==> config.mk <==
export PLATFORM = sky130hd
export DESIGN_NAME = rfpc_fault_ctrl
export DESIGN_NICKNAME = d
export VERILOG_FILES = /design/src/rfpc_sync.v /design/src/rfpc_fault_ctrl.v
export VERILOG_INCLUDE_DIRS = /design/src
export SDC_FILE = /design/constraint.sdc
export NUM_CORES = 1
export LEC_CHECK = 0
export BUFFER_PORTS_ARGS = -buffer_cell sky130_fd_sc_hd__buf_2
export CELL_PAD_IN_SITES_DETAIL_PLACEMENT = 0
export CELL_PAD_IN_SITES_GLOBAL_PLACEMENT = 2
export CORE_MARGIN = 4
export CORE_UTILIZATION = 34
export CTS_CLUSTER_SIZE = 20
export DETAILED_ROUTE_END_ITERATION = 6
export PLACE_DENSITY = 0.89
export SLEW_MARGIN = 40
export SYNTH_ARGS = -nofsm -noshare
export SYNTH_HDL_FRONTEND = slang
export SYNTH_SLANG_ARGS = --single-unit
==> constraint.sdc <==
create_clock -name CLOCK -period 2.5 [get_ports CLOCK]
set_input_delay 0.125 -clock CLOCK [delete_from_list [all_inputs] [get_ports CLOCK]]
set_output_delay 0.125 -clock CLOCK [all_outputs]
set_load 0.02 [all_outputs]
==> src/rfpc_regs.vh <==
// Constants for the receiver fault and pin control block.
// Assumes inclusion by bare name from each design file that needs it.
`ifndef RFPC_REGS_VH
`define RFPC_REGS_VH

// ----------------------------------------------------------------------
// Serial target address and register offsets
// ----------------------------------------------------------------------
`define RFPC_TARGET_ADDR 7'h68
`define RFPC_OFS_RAW_HI 8'hD4
`define RFPC_OFS_RAW_LO 8'hD5
`define RFPC_OFS_MSKD_HI 8'hD6
`define RFPC_OFS_MSKD_LO 8'hD7
`define RFPC_OFS_TEMP_A 8'hE0
`define RFPC_OFS_TEMP_B 8'hE1

// ----------------------------------------------------------------------
// Fault bit positions in the low fault byte
// ----------------------------------------------------------------------
`define RFPC_BIT_SHUTDOWN 0
`define RFPC_BIT_END_CHARGE 2
`define RFPC_BIT_DIE_HOT 5
`define RFPC_BIT_TEMP_A 6
`define RFPC_BIT_TEMP_B 7

// ----------------------------------------------------------------------
// End-of-power packet reason codes, reset values and serial bit counts
// ----------------------------------------------------------------------
`define RFPC_REASON_END_CHARGE 8'h01
`define RFPC_REASON_OVER_TEMP 8'h02
`define RFPC_REASON_REMOTE_TEMP 8'h03
`define RFPC_REASON_NONE 8'h00
`define RFPC_BYTE_ZERO 8'h00
`define RFPC_BITS_PER_BYTE 4'h8
`define RFPC_LAST_BIT 4'h7

`endif

==> src/rfpc_sync.v <==
// Two-stage level synchroniser, one lane per bit.
// Assumes the inputs may change at any time relative to the clock.
`timescale 1ns/1ps

module rfpc_sync
#(
	parameter WIDTH = 2
)
(
	input wire clk, // Block clock.
	input wire rst, // Synchronous reset, active high.
	input wire [WIDTH-1:0] async_in, // Pin levels to be synchronised.
	output reg [WIDTH-1:0] sync_out // Synchronised levels.
);

reg [WIDTH-1:0] meta;

// First stage is read only by the second stage to keep metastability contained.
always @(posedge clk)
begin
	if (rst)
	begin
		meta <= {WIDTH{1'b0}};
		sync_out <= {WIDTH{1'b0}};
	end
	else
	begin
		meta <= async_in;
		sync_out <= meta;
	end
end

endmodule // rfpc_sync

==> src/rfpc_fault_ctrl.v <==
// Fault, pin and status logic of a wireless power receiver.
// Assumes the link modulator takes end-of-power packets by valid/ready and
// that the serial clock and data pins are sampled synchronously to CLOCK.
//
// Overview of operation
// Shutdown pin high: packet, shut down, output high-Z.
// Shutdown pin low: normal operation.
// Activity flag pulled low during power transfer.
// Interrupt signals any of the five fault sources.
// No fault: interrupt stays released, pulled high.
// Interrupt cause readable over serial bus.
// End-of-charge high issues end-of-power packet.
// Transmitter waits five minutes before pinging again.
// Both thermistor readings digitised, readable by host.
// Reading equals voltage over 1.8 V times 255.
// Packet reason: 01 charge, 02 heat/shutdown, 03 thermistor.
// Raw fault bit follows condition, ignoring mask.
// Masked bit and packet need enable bit set.
// Serial target answers at address 0x68.
// Shutdown and end-of-charge pins synchronised first.
`timescale 1ns/1ps
`include "rfpc_regs.vh"

module rfpc_fault_ctrl
(
	input wire CLOCK, // Block clock, 100 MHz.
	input wire RESET, // Synchronous reset, active high.
	input wire SHUTDOWN_N_PIN, // Active-low enable pin; high requests shutdown.
	input wire END_CHARGE_PIN, // End-of-charge pin, active high.
	input wire DIE_HOT, // Die temperature at its limit, active high.
	input wire LINK_POWER_PHASE, // Link established and power being transferred.
	input wire [7:0] REMOTE_TEMP_IN_A, // Converter code of thermistor A.
	input wire REMOTE_TEMP_A_VALID, // One-cycle strobe for a new code A.
	input wire [7:0] REMOTE_TEMP_IN_B, // Converter code of thermistor B.
	input wire REMOTE_TEMP_B_VALID, // One-cycle strobe for a new code B.
	input wire [7:0] TEMP_A_LIMIT, // Trip level for thermistor A.
	input wire [7:0] TEMP_B_LIMIT, // Trip level for thermistor B.
	input wire [7:0] FAULT_ENABLE, // Enable bits for masked faults.
	input wire END_POWER_PACKET_READY, // Modulator takes the packet.
	input wire SCL_IN, // Serial clock level.
	input wire SDA_IN, // Serial data level.
	output reg SDA_OE, // High while pulling serial data low.
	output reg SDA_OUT, // Serial data drive value, always low.
	output reg END_POWER_PACKET_VALID, // Packet request pending.
	output reg [7:0] END_POWER_PACKET_CODE, // Packet reason code.
	output reg RECEIVER_OFF, // Receiver shut down.
	output reg OUTPUT_HIGH_Z, // Regulated output in high impedance.
	output reg TRANSFER_ACTIVE_FLAG_N_OE, // High while pulling the activity flag low.
	output reg TRANSFER_ACTIVE_FLAG_N_OUT, // Activity flag drive value, always low.
	output reg FAULT_INT_N_OE, // High while pulling the interrupt low.
	output reg FAULT_INT_N_OUT, // Interrupt drive value, always low.
	output reg [7:0] FAULT_RAW_FLAGS // Present fault conditions.
);

// ----------------------------------------------------------------------
// Serial target states
// ----------------------------------------------------------------------
localparam [6:0] ST_IDLE = 7'h01;
localparam [6:0] ST_ADDR = 7'h02;
localparam [6:0] ST_ACK_ADDR = 7'h04;
localparam [6:0] ST_WRITE = 7'h08;
localparam [6:0] ST_ACK_WRITE = 7'h10;
localparam [6:0] ST_READ = 7'h20;
localparam [6:0] ST_HOST_ACK = 7'h40;

wire [1:0] pin_sync;
reg [7:0] masked;
reg [7:0] masked_q;
reg [7:0] pending;
reg [7:0] sent_sel;
reg [7:0] next_sel;
reg [7:0] next_code;
reg [7:0] temp_a;
reg [7:0] temp_b;
reg [6:0] state;
reg [3:0] bit_cnt;
reg [7:0] shreg;
reg [7:0] ptr;
reg rd_mode;
reg host_ack;
reg scl_q;
reg sda_q;
wire scl_rise;
wire scl_fall;
wire start_cond;
wire stop_cond;
wire [7:0] fault_now;
wire [7:0] rd_byte;
integer i;

// Maps the byte pointer onto the readable status; unmapped offsets read zero.
function [7:0] rfpc_read;
	input [7:0] ofs;
	input [7:0] raw;
	input [7:0] msk;
	input [7:0] ta;
	input [7:0] tb;
	begin
		if (ofs == `RFPC_OFS_RAW_LO)
			rfpc_read = raw;
		else if (ofs == `RFPC_OFS_MSKD_LO)
			rfpc_read = msk;
		else if (ofs == `RFPC_OFS_TEMP_A)
			rfpc_read = ta;
		else if (ofs == `RFPC_OFS_TEMP_B)
			rfpc_read = tb;
		else
			rfpc_read = `RFPC_BYTE_ZERO;
	end
endfunction

// Reason code for a one-hot fault selection.
function [7:0] rfpc_reason;
	input [7:0] sel;
	begin
		if (sel[`RFPC_BIT_END_CHARGE])
			rfpc_reason = `RFPC_REASON_END_CHARGE;
		else if (sel[`RFPC_BIT_SHUTDOWN] | sel[`RFPC_BIT_DIE_HOT])
			rfpc_reason = `RFPC_REASON_OVER_TEMP;
		else if (sel[`RFPC_BIT_TEMP_A] | sel[`RFPC_BIT_TEMP_B])
			rfpc_reason = `RFPC_REASON_REMOTE_TEMP;
		else
			rfpc_reason = `RFPC_REASON_NONE;
	end
endfunction

// ----------------------------------------------------------------------
// Pin synchronisation
// ----------------------------------------------------------------------
// Both control pins arrive from outside the clock domain.
rfpc_sync #(.WIDTH(2)) u_sync
(
	.clk(CLOCK),
	.rst(RESET),
	.async_in({END_CHARGE_PIN, SHUTDOWN_N_PIN}),
	.sync_out(pin_sync)
);

// ----------------------------------------------------------------------
// Fault detection
// ----------------------------------------------------------------------
// Present conditions; the thermistor trip compares the held reading to its limit.
assign fault_now[`RFPC_BIT_SHUTDOWN] = pin_sync[0];
assign fault_now[1] = 1'b0;
assign fault_now[`RFPC_BIT_END_CHARGE] = pin_sync[1];
assign fault_now[4:3] = 2'b00;
assign fault_now[`RFPC_BIT_DIE_HOT] = DIE_HOT;
assign fault_now[`RFPC_BIT_TEMP_A] = temp_a > TEMP_A_LIMIT;
assign fault_now[`RFPC_BIT_TEMP_B] = temp_b > TEMP_B_LIMIT;

// Raw flags follow conditions; masked flags also need the enable bit.
always @(posedge CLOCK)
begin
	if (RESET)
	begin
		FAULT_RAW_FLAGS <= `RFPC_BYTE_ZERO;
		masked <= `RFPC_BYTE_ZERO;
		masked_q <= `RFPC_BYTE_ZERO;
		temp_a <= `RFPC_BYTE_ZERO;
		temp_b <= `RFPC_BYTE_ZERO;
	end
	else
	begin
		FAULT_RAW_FLAGS <= fault_now;
		masked <= fault_now & FAULT_ENABLE;
		masked_q <= masked;
		// The converter already scales V/1.8 V to 0..255, so codes are kept as given.
		if (REMOTE_TEMP_A_VALID)
			temp_a <= REMOTE_TEMP_IN_A;
		if (REMOTE_TEMP_B_VALID)
			temp_b <= REMOTE_TEMP_IN_B;
	end
end

// ----------------------------------------------------------------------
// Pin outputs
// ----------------------------------------------------------------------
// Open-drain pins only ever drive low, so the drive values stay zero.
always @(posedge CLOCK)
begin
	if (RESET)
	begin
		RECEIVER_OFF <= 1'b0;
		OUTPUT_HIGH_Z <= 1'b0;
		TRANSFER_ACTIVE_FLAG_N_OE <= 1'b0;
		TRANSFER_ACTIVE_FLAG_N_OUT <= 1'b0;
		FAULT_INT_N_OE <= 1'b0;
		FAULT_INT_N_OUT <= 1'b0;
		SDA_OUT <= 1'b0;
	end
	else
	begin
		RECEIVER_OFF <= pin_sync[0];
		OUTPUT_HIGH_Z <= pin_sync[0];
		TRANSFER_ACTIVE_FLAG_N_OE <= LINK_POWER_PHASE & ~pin_sync[0];
		TRANSFER_ACTIVE_FLAG_N_OUT <= 1'b0;
		FAULT_INT_N_OE <= |fault_now;
		FAULT_INT_N_OUT <= 1'b0;
		SDA_OUT <= 1'b0;
	end
end

// ----------------------------------------------------------------------
// End-of-power packet requests
// ----------------------------------------------------------------------
// Lowest pending bit goes first; a new rising edge always beats the clear.
always @*
begin
	next_sel = `RFPC_BYTE_ZERO;
	for (i = 7; i >= 0; i = i - 1)
	begin
		if (pending[i])
		begin
			next_sel = `RFPC_BYTE_ZERO;
			next_sel[i] = 1'b1;
		end
	end
	next_code = rfpc_reason(next_sel);
end

always @(posedge CLOCK)
begin
	if (RESET)
	begin
		pending <= `RFPC_BYTE_ZERO;
		sent_sel <= `RFPC_BYTE_ZERO;
		END_POWER_PACKET_VALID <= 1'b0;
		END_POWER_PACKET_CODE <= `RFPC_REASON_NONE;
	end
	else
	begin
		if (END_POWER_PACKET_VALID & END_POWER_PACKET_READY)
		begin
			END_POWER_PACKET_VALID <= 1'b0;
			pending <= (pending & ~sent_sel) | (masked & ~masked_q);
		end
		else
		begin
			pending <= pending | (masked & ~masked_q);
			if (~END_POWER_PACKET_VALID & (|pending))
			begin
				END_POWER_PACKET_VALID <= 1'b1;
				END_POWER_PACKET_CODE <= next_code;
				sent_sel <= next_sel;
			end
		end
	end
end

// ----------------------------------------------------------------------
// Serial target
// ----------------------------------------------------------------------
assign scl_rise = SCL_IN & ~scl_q;
assign scl_fall = ~SCL_IN & scl_q;
assign start_cond = SCL_IN & scl_q & sda_q & ~SDA_IN;
assign stop_cond = SCL_IN & scl_q & ~sda_q & SDA_IN;
assign rd_byte = rfpc_read(ptr, FAULT_RAW_FLAGS, masked, temp_a, temp_b);

// Byte pointer is set by a write; reads stream from it with auto-increment.
always @(posedge CLOCK)
begin
	if (RESET)
	begin
		scl_q <= 1'b1;
		sda_q <= 1'b1;
		state <= ST_IDLE;
		bit_cnt <= 4'h0;
		shreg <= `RFPC_BYTE_ZERO;
		ptr <= `RFPC_BYTE_ZERO;
		rd_mode <= 1'b0;
		host_ack <= 1'b0;
		SDA_OE <= 1'b0;
	end
	else
	begin
		scl_q <= SCL_IN;
		sda_q <= SDA_IN;
		if (start_cond)
		begin
			state <= ST_ADDR;
			bit_cnt <= 4'h0;
			SDA_OE <= 1'b0;
		end
		else if (stop_cond)
		begin
			state <= ST_IDLE;
			SDA_OE <= 1'b0;
		end
		else
		begin
			case (state)
				ST_ADDR, ST_WRITE:
				begin
					if (scl_rise & (bit_cnt != `RFPC_BITS_PER_BYTE))
					begin
						shreg <= {shreg[6:0], SDA_IN};
						bit_cnt <= bit_cnt + 4'h1;
					end
					else if (scl_fall & (bit_cnt == `RFPC_BITS_PER_BYTE))
					begin
						bit_cnt <= 4'h0;
						if (state == ST_WRITE)
						begin
							ptr <= shreg;
							SDA_OE <= 1'b1;
							state <= ST_ACK_WRITE;
						end
						else if (shreg[7:1] == `RFPC_TARGET_ADDR)
						begin
							rd_mode <= shreg[0];
							SDA_OE <= 1'b1;
							state <= ST_ACK_ADDR;
						end
						else
							state <= ST_IDLE;
					end
				end
				ST_ACK_ADDR, ST_ACK_WRITE:
				begin
					if (scl_fall)
					begin
						if (rd_mode & (state == ST_ACK_ADDR))
						begin
							shreg <= rd_byte;
							SDA_OE <= ~rd_byte[7];
							state <= ST_READ;
						end
						else
						begin
							SDA_OE <= 1'b0;
							state <= ST_WRITE;
						end
					end
				end
				ST_READ:
				begin
					if (scl_fall)
					begin
						if (bit_cnt == `RFPC_LAST_BIT)
						begin
							bit_cnt <= 4'h0;
							SDA_OE <= 1'b0;
							ptr <= ptr + 8'h01;
							state <= ST_HOST_ACK;
						end
						else
						begin
							bit_cnt <= bit_cnt + 4'h1;
							shreg <= {shreg[6:0], 1'b0};
							SDA_OE <= ~shreg[6];
						end
					end
				end
				ST_HOST_ACK:
				begin
					// A host not-acknowledge ends the read burst.
					if (scl_rise)
						host_ack <= ~SDA_IN;
					else if (scl_fall)
					begin
						if (host_ack)
						begin
							shreg <= rd_byte;
							SDA_OE <= ~rd_byte[7];
							state <= ST_READ;
						end
						else
							state <= ST_IDLE;
					end
				end
				default:
				begin
					SDA_OE <= 1'b0;
					state <= ST_IDLE;
				end
			endcase
		end
	end
end

endmodule // rfpc_fault_ctrl

After elaboration in Yosys (flattened, before gate mapping)
Index checks and enable logic that the tools add are counted.

cells by class
  magnitude comparators = 2
  $add $sub $neg = 2
  reductions and logical operators = 18
  multiplexer cells = 62
  eq/ne operators = 35
  bitwise logic cells = 35

operators by type and width
  kind                 count
  $mux 8               26
  $mux 7               7
  $eq 8x8->1 const B   4
  $ne 4x4->1 const B   8
  $pmux 8 s4           1
  $pmux 7 s4           1
  $and 8x8->8          3
  $ne 2x2->1 const B   12
  $reduce_and 7->1     3
  $gt 8x8->1           2
  $mux 4               4
  $not 8->8            2
  $or 8x8->8           2
  $pmux 8 s2           1
  $reduce_and 8->1     2
  $eq 7x7->1 const B   2
  $and 1x1->1          13
  $not 1->1            13
  $mux 6               2
  $mux 1               11
  $reduce_and 11->1    1
  $mux 2               5
  $add 8x1->8 const B  1
  $pmux 4 s2           1
  21 further kinds     27

storage, ports and cells
  output and inout bits = 25
  word-level logic and storage cells = 179
  bits in registers = 104
  input port bits = 51

Depth between registers and ports, before layout
Gate-level depths: netlist (run 1).

  depth in word-level cells = 12
  mapped depth = 9
  gate-level depth less buffers = 8

Modules after synthesis
A second synthesis (run 1) with hierarchy kept.

unflattened totals
  cells, all modules = 562
  area, all modules = 4615.7 um2

modules (own cells, without submodules)
  module           area each (um2)  times used  seq. area each (um2)  cells an instance
  rfpc_fault_ctrl  4510.6           1           1681.6                554
  rfpc_sync        105.1            1           80.1                  8

Worst setup path after synthesis (run 1)
Ideal clock, no wire load.

  path kind = reg-to-reg
  start point = register state[4]
  end point = register ptr[3]
  stages on the path, launching flop included = 9
  required time = 2.368 ns
  setup time = 0.132 ns
  slack = 0.515 ns
  clock period less this slack = 1.985 ns
  buffers on the path = 2
  data arrival time = 1.853 ns
  cell sequence = dfxtp_1 -> buf_4 -> or4b_4 -> o22ai_2 -> a21oi_2 -> o221ai_2 -> buf_6 -> mux2i_1 -> a21oi_1

on the way
  longest elaborated chain between the ends = 4
  elaborated cells between the ends (all ways) = 12
  classes of those cells = eq/ne: 8; mux: 1; reduce/logical: 3

RTL lines
  what                                                       line                                          text
  start: declaration                                         rfpc_fault_ctrl.v:75                          reg [6:0] state;
  start signal: assignment                                   rfpc_fault_ctrl.v:266                         state <= ST_IDLE;
  start signal: assignment                                   rfpc_fault_ctrl.v:280                         state <= ST_ADDR;
  start signal: assignment                                   rfpc_fault_ctrl.v:286                         state <= ST_IDLE;
  $eq 7x4->1 or $eq 7x2->1 (tied branches)                   rfpc_fault_ctrl.v:291, rfpc_fault_ctrl.v:302
  $reduce_or 2->1                                            rfpc_fault_ctrl.v:291                         case (state)
  $ne 2x2->1 (no line) or $reduce_bool 2->1 (tied branches)  --
  $reduce_and 8->1 (no line)                                 --
  end signal: assignment                                     rfpc_fault_ctrl.v:269                         ptr <= `RFPC_BYTE_ZERO;
  end signal: assignment                                     rfpc_fault_ctrl.v:304                         ptr <= shreg;
  end signal: assignment                                     rfpc_fault_ctrl.v:343                         ptr <= ptr + 8'h01;
  end: declaration                                           rfpc_fault_ctrl.v:78                          reg [7:0] ptr;

Parallel ways exist; a longest one is shown, timed or not.
A chain may end at the register's enable or synchronous reset.

Final worst setup path (run 1)
  start point = register state[6]
  end point = register shreg[0]

on the way
  longest elaborated chain between the ends = 4
  elaborated cells between the ends (all ways) = 20
  classes of those cells = eq/ne: 14; mux: 1; bitwise: 1; reduce/logical: 4

RTL lines
  what                                                       line                                          text
  $eq 7x3->1, or another cell as far along                   rfpc_fault_ctrl.v:291, rfpc_fault_ctrl.v:322
  $reduce_or 2->1 or $and 1x1->1 (tied branches)             rfpc_fault_ctrl.v:291, rfpc_fault_ctrl.v:322
  $reduce_bool 4->1 (no line) or $ne 2x2->1 (tied branches)  --
  $reduce_and 11->1 (no line)                                --
  end signal: assignment                                     rfpc_fault_ctrl.v:296                         shreg <= {shreg[6:0], SDA_IN};
  end signal: assignment                                     rfpc_fault_ctrl.v:324                         shreg <= rd_byte;
  end signal: assignment                                     rfpc_fault_ctrl.v:349                         shreg <= {shreg[6:0], 1'b0};
  end: declaration                                           rfpc_fault_ctrl.v:77                          reg [7:0] shreg;

Parallel ways exist; a longest one is shown, timed or not.

==> results of run 1 <==
## synthesized netlist by cell type (all sizes together) (7+ instances only)
cell and n:
nor3 19, buf 27, nor2b 23, or2 11
o21a 7, and3 8, nand3 12, nor2 59
and2 7, dfxtp 88, mux2i 19, or3 7
nand2 43, a211oi 12, a21oi 52, ha 21
inv 26, o21ai 16, clkbuf 16
## layer usage
layer	vias to the layer above	GRT usage, %
met5	-	0
met4	0	4.61
met3	13	2.79
met2	84	24.3
met1	1832	18.6
li1	2069	-
## worst max-delay path, cell delays in order (launching register included)
cell,delay (ps)
dfxtp_1,540
nor2_1,110
a221oi_1,600
or3_1,240
o2111a_2,420
o221a_2,240
nor3_1,40
## metrics by stage
step / utilization (%) / setup WS [ps] / hold WS (ps) / cells
6_report: 40.5 / 164 / 5.29 / 793
3_3_place_gp: 37.8 / 226 / 339 / 773
4_1_cts: 40.3 / 138 / 1.65 / 793
2_1_floorplan: - / 515 / 219 / 573
5_1_grt: 40.5 / 0.393 / 3.82 / 793
3_5_place_dp: 37.8 / 174 / 344 / 773
## logic make-up (layout without fill, tap and decap cells)
family / count (synthesis) / after routing / synth area share, %
compound gates: 134 / 134 / 19.4
xor+xnor: 3 / 3 / 0.558
fa+ha+maj: 21 / 21 / 5.57
buf+inv: 69 / 113 / 7.65
flops: 88 / 88 / 37.4
mux: 19 / 19 / 4.03
other cells: 1 / 12 / 0.0796
simple gates: 227 / 227 / 25.4
## path summary, 6_finish.rpt
path,startpoint,slack (ps),end,depth (start not counted)
worst max-delay path,state[6]$_SDFFE_PP0P_,160,shreg[0]$_SDFFE_PP0P_,6
worst min-delay path,FAULT_ENABLE[7],5,masked[7]$_SDFF_PP0_,2
worst max register to register,state[6]$_SDFFE_PP0P_,160,shreg[0]$_SDFFE_PP0P_,6
worst min register to register,sent_sel[4]$_SDFFE_PP0P_,430,pending[4]$_SDFFE_PP0P_,1
## power breakdown
| part | internal (mW) | leakage (nW) | switching (mW) |
|---|---|---|---|
| sequential | 1.45 | 0.716 | 0.0383 |
| clock | 0.785 | 0.151 | 0.576 |
| combinational | 0.120 | 1.38 | 0.169 |
| total | 2.35 | 2.25 | 0.783 |
## cell usage in the layout, fill, tap and decap left out, types with 8 or more instances in the layout
cell,netlist,layout
and3_1,8,8
nand3_1,12,12
inv_1,26,26
mux2i_1,19,19
ha_1,21,21
o21ai_0,16,16
nor3_1,19,19
dfxtp_1,88,88
nor2b_1,23,23
a21oi_1,51,51
a211oi_1,9,9
conb_1,1,12
or2_2,9,9
nor2_1,58,58
nand2_1,43,43
clkbuf_16,0,9
buf_2,6,60
## cell type report
cell class | instances | area [um^2] | share of cell area, %
Tap cell | 176 | 220 | 4.06
Inverter | 26 | 97.6 | 1.80
Clock inverter | 7 | 75.1 | 1.38
Timing Repair Buffer | 71 | 393 | 7.25
Multi-Input combinational cell | 416 | 2650 | 48.9
Clock buffer | 9 | 225 | 4.15
Sequential cell | 88 | 1760 | 32.5
## flip-flops by register name, summed over array words and instances, names as in the netlist, 2 cells and up
name                   cells
FAULT_RAW_FLAGS            5
temp_a                     8
bit_cnt                    4
ptr                        8
masked                     5
temp_b                     8
u_sync.meta                2
u_sync.sync_out            2
pending                    8
END_POWER_PACKET_CODE      2
masked_q                   5
shreg                      8
state                      7
sent_sel                   8
## repair_timing
action                                  4_1_cts  5_1_grt
resized for setup                             0        2
hold endpoints to repair                      4        0
endpoints found under the setup margin        0        2
hold buffers                                  4        0
==> run metrics, run 1 <==
core area=13400 um^2; first-pass GRT wire length=19.0 mm; Setup-failing EPs final=0; post-synthesis cell type count=66; final hold vios=0; Die Wd=126 um; clock latency on the worst-skew pair=340 ps; Pre-antenna DRT Iters=5; syn_area_per_cell=8.39 um^2; FP Rows=42; Pwr Total=3.13 mW; RSZ-0062 raised after global routing=no; Power Density=578 nW/um^2; Die Ht=126 um; IO Pins=76; WL/cell=14.2 um; sequential-to-total area share from yosys stat=37.4%; Rel. slew slack=57.1%; WP data required=2710 ps; Num CTS Buffers=9; Final Max Tran Viols=0; Post-CTS Setup Bufs=0; status=finished clean; initial antenna violation count=0; Max clock buf depth=2; GR Util All Layers=14.4%; post-DP HPWL=8.48 mm; Worst-Margin Slew=644 ps; synth warn=0; max cap viols=0; Met1 Wirelength=5.23 mm; Via density=5.04; clk_skew=11.4 ps; post-synthesis cell area=4710 um^2; Synth top area share=37.4%; crit path kind=register to register; final worst path period share=93.4%; Overflow after GRT=0; Final Critical Period=2340 ps; post-synthesis cell count=562; Peak VDD IR=290 uV; gpl congestion=0.823; H-Tree Depth=3; DR WL met3=436 um; Peak Freq=428 MHz; Post-synth EDFFs=0; Starting DRT DRC Count=232; # clock sinks=88; Fillers=1373; Finished Cell Area=5420 um^2; asr flop ratio synth=0%; area added between synthesis and finish=15.0%; port bufs=60; top routing layer in use=met4; DR vias=3998; FF+latch count, synth=88; Reg clk slew, reported paths=70 ps; crit path launch type=register; setup TNS=0 ps; Worst EP arrival=2540 ps; Pleak=2.25 nW; CTS tree=built; top post-synthesis cells by area=dfxtp_1 37%, ha_1 5.6%, a21oi_1 5.4%; DRC violations left=0; largest net degree at the start of global routing=31; WL met2=5.41 mm; initial core utilization=35.2%; Final ANT Viol Nets=0; n_diodes=0; Top FF cell, synth=dfxtp_1; Crit. End Element=register; Final Net Count=684; placed inst area=5060 um^2; share of cells above drive strength 1=17.3%; CTS root buf=clkbuf_16; area leader, netlist=dfxtp_1; worst hold path class=input port to register; WL final=11.2 mm; vias in the first global route=3952; die area=15800 um^2; Max Fanout on Critical Path=16
No activity file was read; power rests on OpenSTA's default activity.
==> run 2: changes to the inputs <==
- CORE_UTILIZATION: 34 -> 35
- CTS_BUF_LIST: unset -> sky130_fd_sc_hd__clkbuf_4 sky130_fd_sc_hd__clkbuf_8
- GPL_ROUTABILITY_DRIVEN: unset -> 0
- PLACE_DENSITY: 0.89 -> 0.91
==> run metrics, run 2 (synthesized netlist as in run 1, its figures left out) <==
status=finished clean; Peak Freq=438 MHz (+2.2%); Rel. slew slack=60.3% (+3.2 points); Worst-Margin Slew=595 ps (-48.4 ps); Fillers=1335 (-2.8%); Switch Pwr=0.804 mW (+2.7%); crit path launch type=register; most frequent cells in the layout=88 x dfxtp_1, 60 x buf_2, 58 x nor2_1, 51 x a21oi_1, 43 x nand2_1; pre-CTS setup slack=224 ps (+50.1 ps); Crit. End Element=register; Overflow after GRT=0 (unchanged); Post-Layout Cell Count=815 (+2.8%); vias in the first global route=4089 (+3.5%); cell internal pwr=1.98 mW (-16%); worst path cell trace=or2b_1, a2111o_1, a21oi_2, o221ai_2, buf_4, or2_2, a21oi_1; H-Tree Depth=3 (unchanged); number of cells on the worst reg-to-reg path=7 (+1); Final Max Tran Viols=0 (unchanged); switching share of power=28.9% (+3.9 points); Reg power frac=53.2% (+5.8 points); final worst path period share=91.4% (-2.0 points); worst hold path class=input port to register; Final Critical Period=2290 ps (-50.2 ps); FP Rows=42 (unchanged); Max Fanout on Critical Path=9 (-7); largest net degree at the start of global routing=32 (+3.2%); share of cells above drive strength 1=17.2% (-0.13 points); Reg clk slew, reported paths=100 ps (+30 ps); final hold vios=0 (unchanged); register-to-register setup slack=210 ps (+50 ps); hold_ws=17.9 ps (+12.6 ps); DR vias=4182 (+4.6%); most common cell after layout, fill and taps aside=dfxtp_1; port bufs=60 (unchanged); Final Net Count=706 (+3.2%); CTS tree=built; DP Cell Count=774 (+0.13%); Power Density=504 nW/um^2 (-13%); setup TNS=0 ps (unchanged); GR Util All Layers=16.0% (+1.6 points); Peak VDD IR=238 uV (-18%); core area=13200 um^2 (-1.6%); clock latency on the worst-skew pair=370 ps (+30 ps); Worst EP arrival=2590 ps (+50 ps); initial antenna violation count=0 (unchanged); Worst Hold Path Cells=2 (unchanged); first-pass GRT wire length=19.6 mm (+3.6%); CTS root buf=clkbuf_8; Num CTS Buffers=9 (unchanged); Die Ht=124 um (-1.3%); initial core utilization=35.7% (+0.56 points); DR WL met3=570 um (+31%); Met1 Wirelength=5.26 mm (+0.52%); n_diodes=0 (unchanged); Clock power frac=35.4% (-8.0 points); # clock sinks=88 (unchanged); Final ANT Viol Nets=0 (unchanged); die area=15400 um^2 (-2.7%); max cap viols=0 (unchanged); RSZ-0062 raised after global routing=no; Via density=5.13 (+1.8%); clk_skew=12.8 ps (+1.37 ps); post-DP HPWL=8.58 mm (+1.2%); crit-path max cell delay=470 ps (-130 ps); WL met2=5.59 mm (+3.3%); Pre-antenna DRT Iters=5 (unchanged); top routing layer in use=met4; IO Pins=76 (unchanged); WL/cell=14.1 um (-0.12%); worst setup margin=214 ps (+50.2 ps); WL final=11.5 mm (+2.7%); crit path buf inv count=1 (+1); Max clock buf depth=2 (unchanged); DRC violations left=0 (unchanged); Starting DRT DRC Count=228 (-1.7%); Logic pwr share=11.4% (+2.2 points); area added between synthesis and finish=17.3%; Pwr Total=2.79 mW (-11%); cell count along the critical path=7 (+1); family with the most delay on the worst path=compound AO/OA/AOI/OAI gates; Pleak=2.29 nW (+1.7%); WP data required=2810 ps (+100 ps); Die Wd=124 um (-1.3%); crit path kind=register to register; Crit-path slowest cell=a2111o_1; Setup-failing EPs final=0 (unchanged)
## run 2: changes by cell type in the layout (fill, tap and decap cells not counted), moves of 2 or more
cell           delta
clkinv_2          -2
clkbuf_8          +9
dlygate4sd3_1    +21
inv_6             -3
clkbuf_16         -9
inv_8             +4
## run 2: what timing repair did
item / in CTS / in global routing
setup endpoints to repair: 0 / 1
hold endpoints to repair: 24 / 1
setup buffers: 0 / 0
gates resized for setup: 0 / 3
hold buffers: 24 / 1
## run 2: cell type report
type | instances | area, um^2 | share of cell area (%)
Timing Repair Buffer | 93 | 611 | 11.0
Clock buffer | 9 | 124 | 2.24
Clock inverter | 7 | 70.1 | 1.27
Sequential cell | 88 | 1760 | 31.9
Inverter | 26 | 97.6 | 1.77
Multi-Input combinational cell | 416 | 2650 | 47.8
Tap cell | 176 | 220 | 3.98
## run 2: stage by stage
stage / utilization [%] / instance area (um^2)
5_1_grt: 41.9 / 5530
2_1_floorplan: - / 4750
3_5_place_dp: 38.5 / 5070
4_1_cts: 41.7 / 5510
6_report: 41.9 / 5530
3_3_place_gp: 38.5 / 5070
## run 2: metal layers
metal,vias to the layer above,track usage [%]
li1,2120,-
met1,1954,20.8
met2,99,26.8
met3,9,3.91
met4,0,3.70
met5,-,0
## run 2: worst paths after layout
check | from | to
worst max-delay path | state[3]$_SDFFE_PP0P_ | ptr[6]$_SDFFE_PP0P_
worst min-delay path | DIE_HOT | FAULT_RAW_FLAGS[5]$_SDFF_PP0_
worst max register to register | state[3]$_SDFFE_PP0P_ | ptr[6]$_SDFFE_PP0P_
worst min register to register | sent_sel[1]$_SDFFE_PP0P_ | pending[1]$_SDFFE_PP0P_
## run 2: power by group through the flow
stage / clock network [mW] / logic [mW] / registers, mW
6_report: 0.986 / 0.317 / 1.48
2_1_floorplan: 0 / 0.196 / 1.52
3_5_place_dp: 0 / 0.286 / 1.52
3_3_place_gp: 0 / 0.282 / 1.52
5_1_grt: 1.08 / 0.357 / 1.49
4_1_cts: 1.02 / 0.316 / 1.48
## run 2: worst reg2reg max path, stage by stage, from the launching register on
cell      delay (ps)
dfxtp_1          400
or2b_1           320
a2111o_1         470
a21oi_2          160
o221ai_2         240
buf_4            240
or2_2            290
a21oi_1          120
==> run 3: changes to the inputs <==
- CELL_PAD_IN_SITES_GLOBAL_PLACEMENT: 2 -> 1
- CORE_UTILIZATION: 35 -> 44
- PLACE_DENSITY: 0.91 -> unset
- PLACE_DENSITY_LB_ADDON: unset -> 0.1
==> run metrics, run 3 (synthesized netlist as in run 1, its figures left out) <==
worst hold path class=input port to register; core area=10400 um^2 (-21%); worst setup margin=174 ps (-40.2 ps); post-DP HPWL=8.74 mm (+1.9%); IO Pins=76 (unchanged); Pleak=2.28 nW (about the same); Num CTS Buffers=9 (unchanged); Via density=5.39 (+5.0%); first-pass GRT wire length=19.7 mm (+0.56%); DRC violations left=0 (unchanged); Die Ht=112 um (-10%); share of cells above drive strength 1=16.9% (-0.29 points); Final Critical Period=2330 ps (+40.2 ps); Peak VDD IR=261 uV (+9.5%); initial antenna violation count=0 (unchanged); worst path cell trace=or2_1, a2111o_1, a21oi_2, o221ai_4, or3b_1, a31oi_1; WL/cell=15.3 um (+8.3%); Die Wd=112 um (-10%); WL final=11.9 mm (+2.8%); vias in the first global route=3981 (-2.6%); Crit. End Element=register; Peak Freq=430 MHz (-1.7%); final worst path period share=93.0% (+1.6 points); Post-Layout Cell Count=774 (-5.0%); Worst-Margin Slew=590 ps (-4.86 ps); clock latency on the worst-skew pair=370 ps (about the same); n_diodes=0 (unchanged); DR vias=4172 (-0.24%); Final Max Tran Viols=0 (unchanged); CTS tree=built; Max Fanout on Critical Path=15 (+6); Logic pwr share=11.5% (about the same); Rel. slew slack=60.6% (+0.32 points); CTS root buf=clkbuf_8; Worst EP arrival=2630 ps (+40 ps); crit path launch type=register; initial core utilization=45.5% (+9.7 points); min-delay src=REMOTE_TEMP_IN_A[0]; # clock sinks=88 (unchanged); Setup-failing EPs final=0 (unchanged); area added between synthesis and finish=15.9%; setup TNS=0 ps (unchanged); GR Util All Layers=19.3% (+3.3 points); Reg power frac=53.8% (+0.6 points); Clock power frac=34.8% (-0.6 points); switching share of power=28.6% (-0.23 points); family with the most delay on the worst path=compound AO/OA/AOI/OAI gates; max cap viols=0 (unchanged); DP Cell Count=734 (-5.2%); RSZ-0062 raised after global routing=no; Switch Pwr=0.790 mW (-1.8%); crit path kind=register to register; port bufs=60 (unchanged); pre-CTS setup slack=146 ps (-78.4 ps); Reg clk slew, reported paths=100 ps (about the same); crit-path max cell delay=460 ps (about the same); H-Tree Depth=3 (unchanged); FP Rows=37 (-12%); most frequent cells in the layout=88 x dfxtp_1, 60 x buf_2, 58 x nor2_1, 51 x a21oi_1, 43 x nand2_1; most common cell after layout, fill and taps aside=dfxtp_1; Overflow after GRT=0 (unchanged); largest net degree at the start of global routing=28 (-13%); Power Density=505 nW/um^2 (+0.21%); cell internal pwr=1.97 mW (-0.67%); Post-CTS Setup Bufs=0 (unchanged); Max clock buf depth=2 (unchanged); WP data required=2810 ps (about the same); Pre-antenna DRT Iters=6 (+1); Reg2Reg Launch Point=state[2]$_SDFFE_PP0P_; crit path buf inv count=0 (-1); final hold vios=0 (unchanged); die area=12400 um^2 (-19%); Starting DRT DRC Count=232 (+1.8%); status=finished clean; Final Net Count=705 (-0.14%); Final ANT Viol Nets=0 (unchanged); clk_skew=5.62 ps (-7.16 ps); CP startpoint=state[2]$_SDFFE_PP0P_; Layout Utilization=52.7% (+11 points); Crit-path slowest cell=a2111o_1
[run 3: changes by cell type in the layout (fill, tap and decap cells not counted)]
| cell | previous run | this run |
|---|---|---|
| o221ai_2 | 1 | 0 |
| clkinv_2 | 0 | 1 |
| clkinvlp_4 | 1 | 0 |
| and3_2 | 1 | 0 |
| and3_1 | 7 | 8 |
| inv_6 | 1 | 4 |
| o221ai_4 | 0 | 1 |
| inv_8 | 4 | 1 |
| dlygate4sd3_1 | 25 | 24 |
| a221oi_2 | 1 | 0 |
| a221oi_1 | 5 | 6 |
[run 3: what timing repair did]
action	in CTS	in global routing
hold buffers	23	1
hold endpoints to repair	23	1
gates resized for setup	0	2
endpoints found under the setup margin	0	1
[run 3: through the flow]
stage	cell area (um^2)	power [mW]	hold slack, ps
3_5_place_dp	5020	1.80	337
5_1_grt	5460	2.90	18.1
2_1_floorplan	4750	1.71	219
6_report	5460	2.76	14.6
4_1_cts	5440	2.79	1.93
3_3_place_gp	5020	1.80	331
[run 3: worst paths after layout]
path | end | depth (start not counted) | slack, ps
worst max-delay path | ptr[0]$_SDFFE_PP0P_ | 6 | 170
worst min-delay path | temp_a[0]$_SDFFE_PP0P_ | 3 | 10
worst max register to register | ptr[0]$_SDFFE_PP0P_ | 6 | 170
worst min register to register | pending[3]$_SDFFE_PP0P_ | 1 | 440
[run 3: worst min-delay path, cell delays in order]
cell,delay (ps)
buf_2,80
mux2i_1,60
nor2_1,80
[run 3: layout make-up]
cell class	instances	area, um^2
Clock inverter	7	60.1
Multi-Input combinational cell	416	2650
Tap cell	136	170
Fill cell	1003	4910
Inverter	26	97.6
Clock buffer	9	124
Timing Repair Buffer	92	601
Sequential cell	88	1760
[run 3: routing by layer]
layer / track usage, % / wire length [um]
met2: 31.7 / 5720
met4: 5.92 / 166
met3: 3.37 / 424
met1: 25.9 / 5550
met5: 0 / 0
[run 3: power groups by stage]
stage                     clock network [mW]  registers [mW]  logic (mW)
final                                  0.959            1.48       0.316
after global routing                    1.06            1.49       0.354
after CTS                              0.985            1.48       0.316
after detailed placement                   0            1.52       0.289
after global placement                     0            1.52       0.281
after floorplan                            0            1.52       0.196
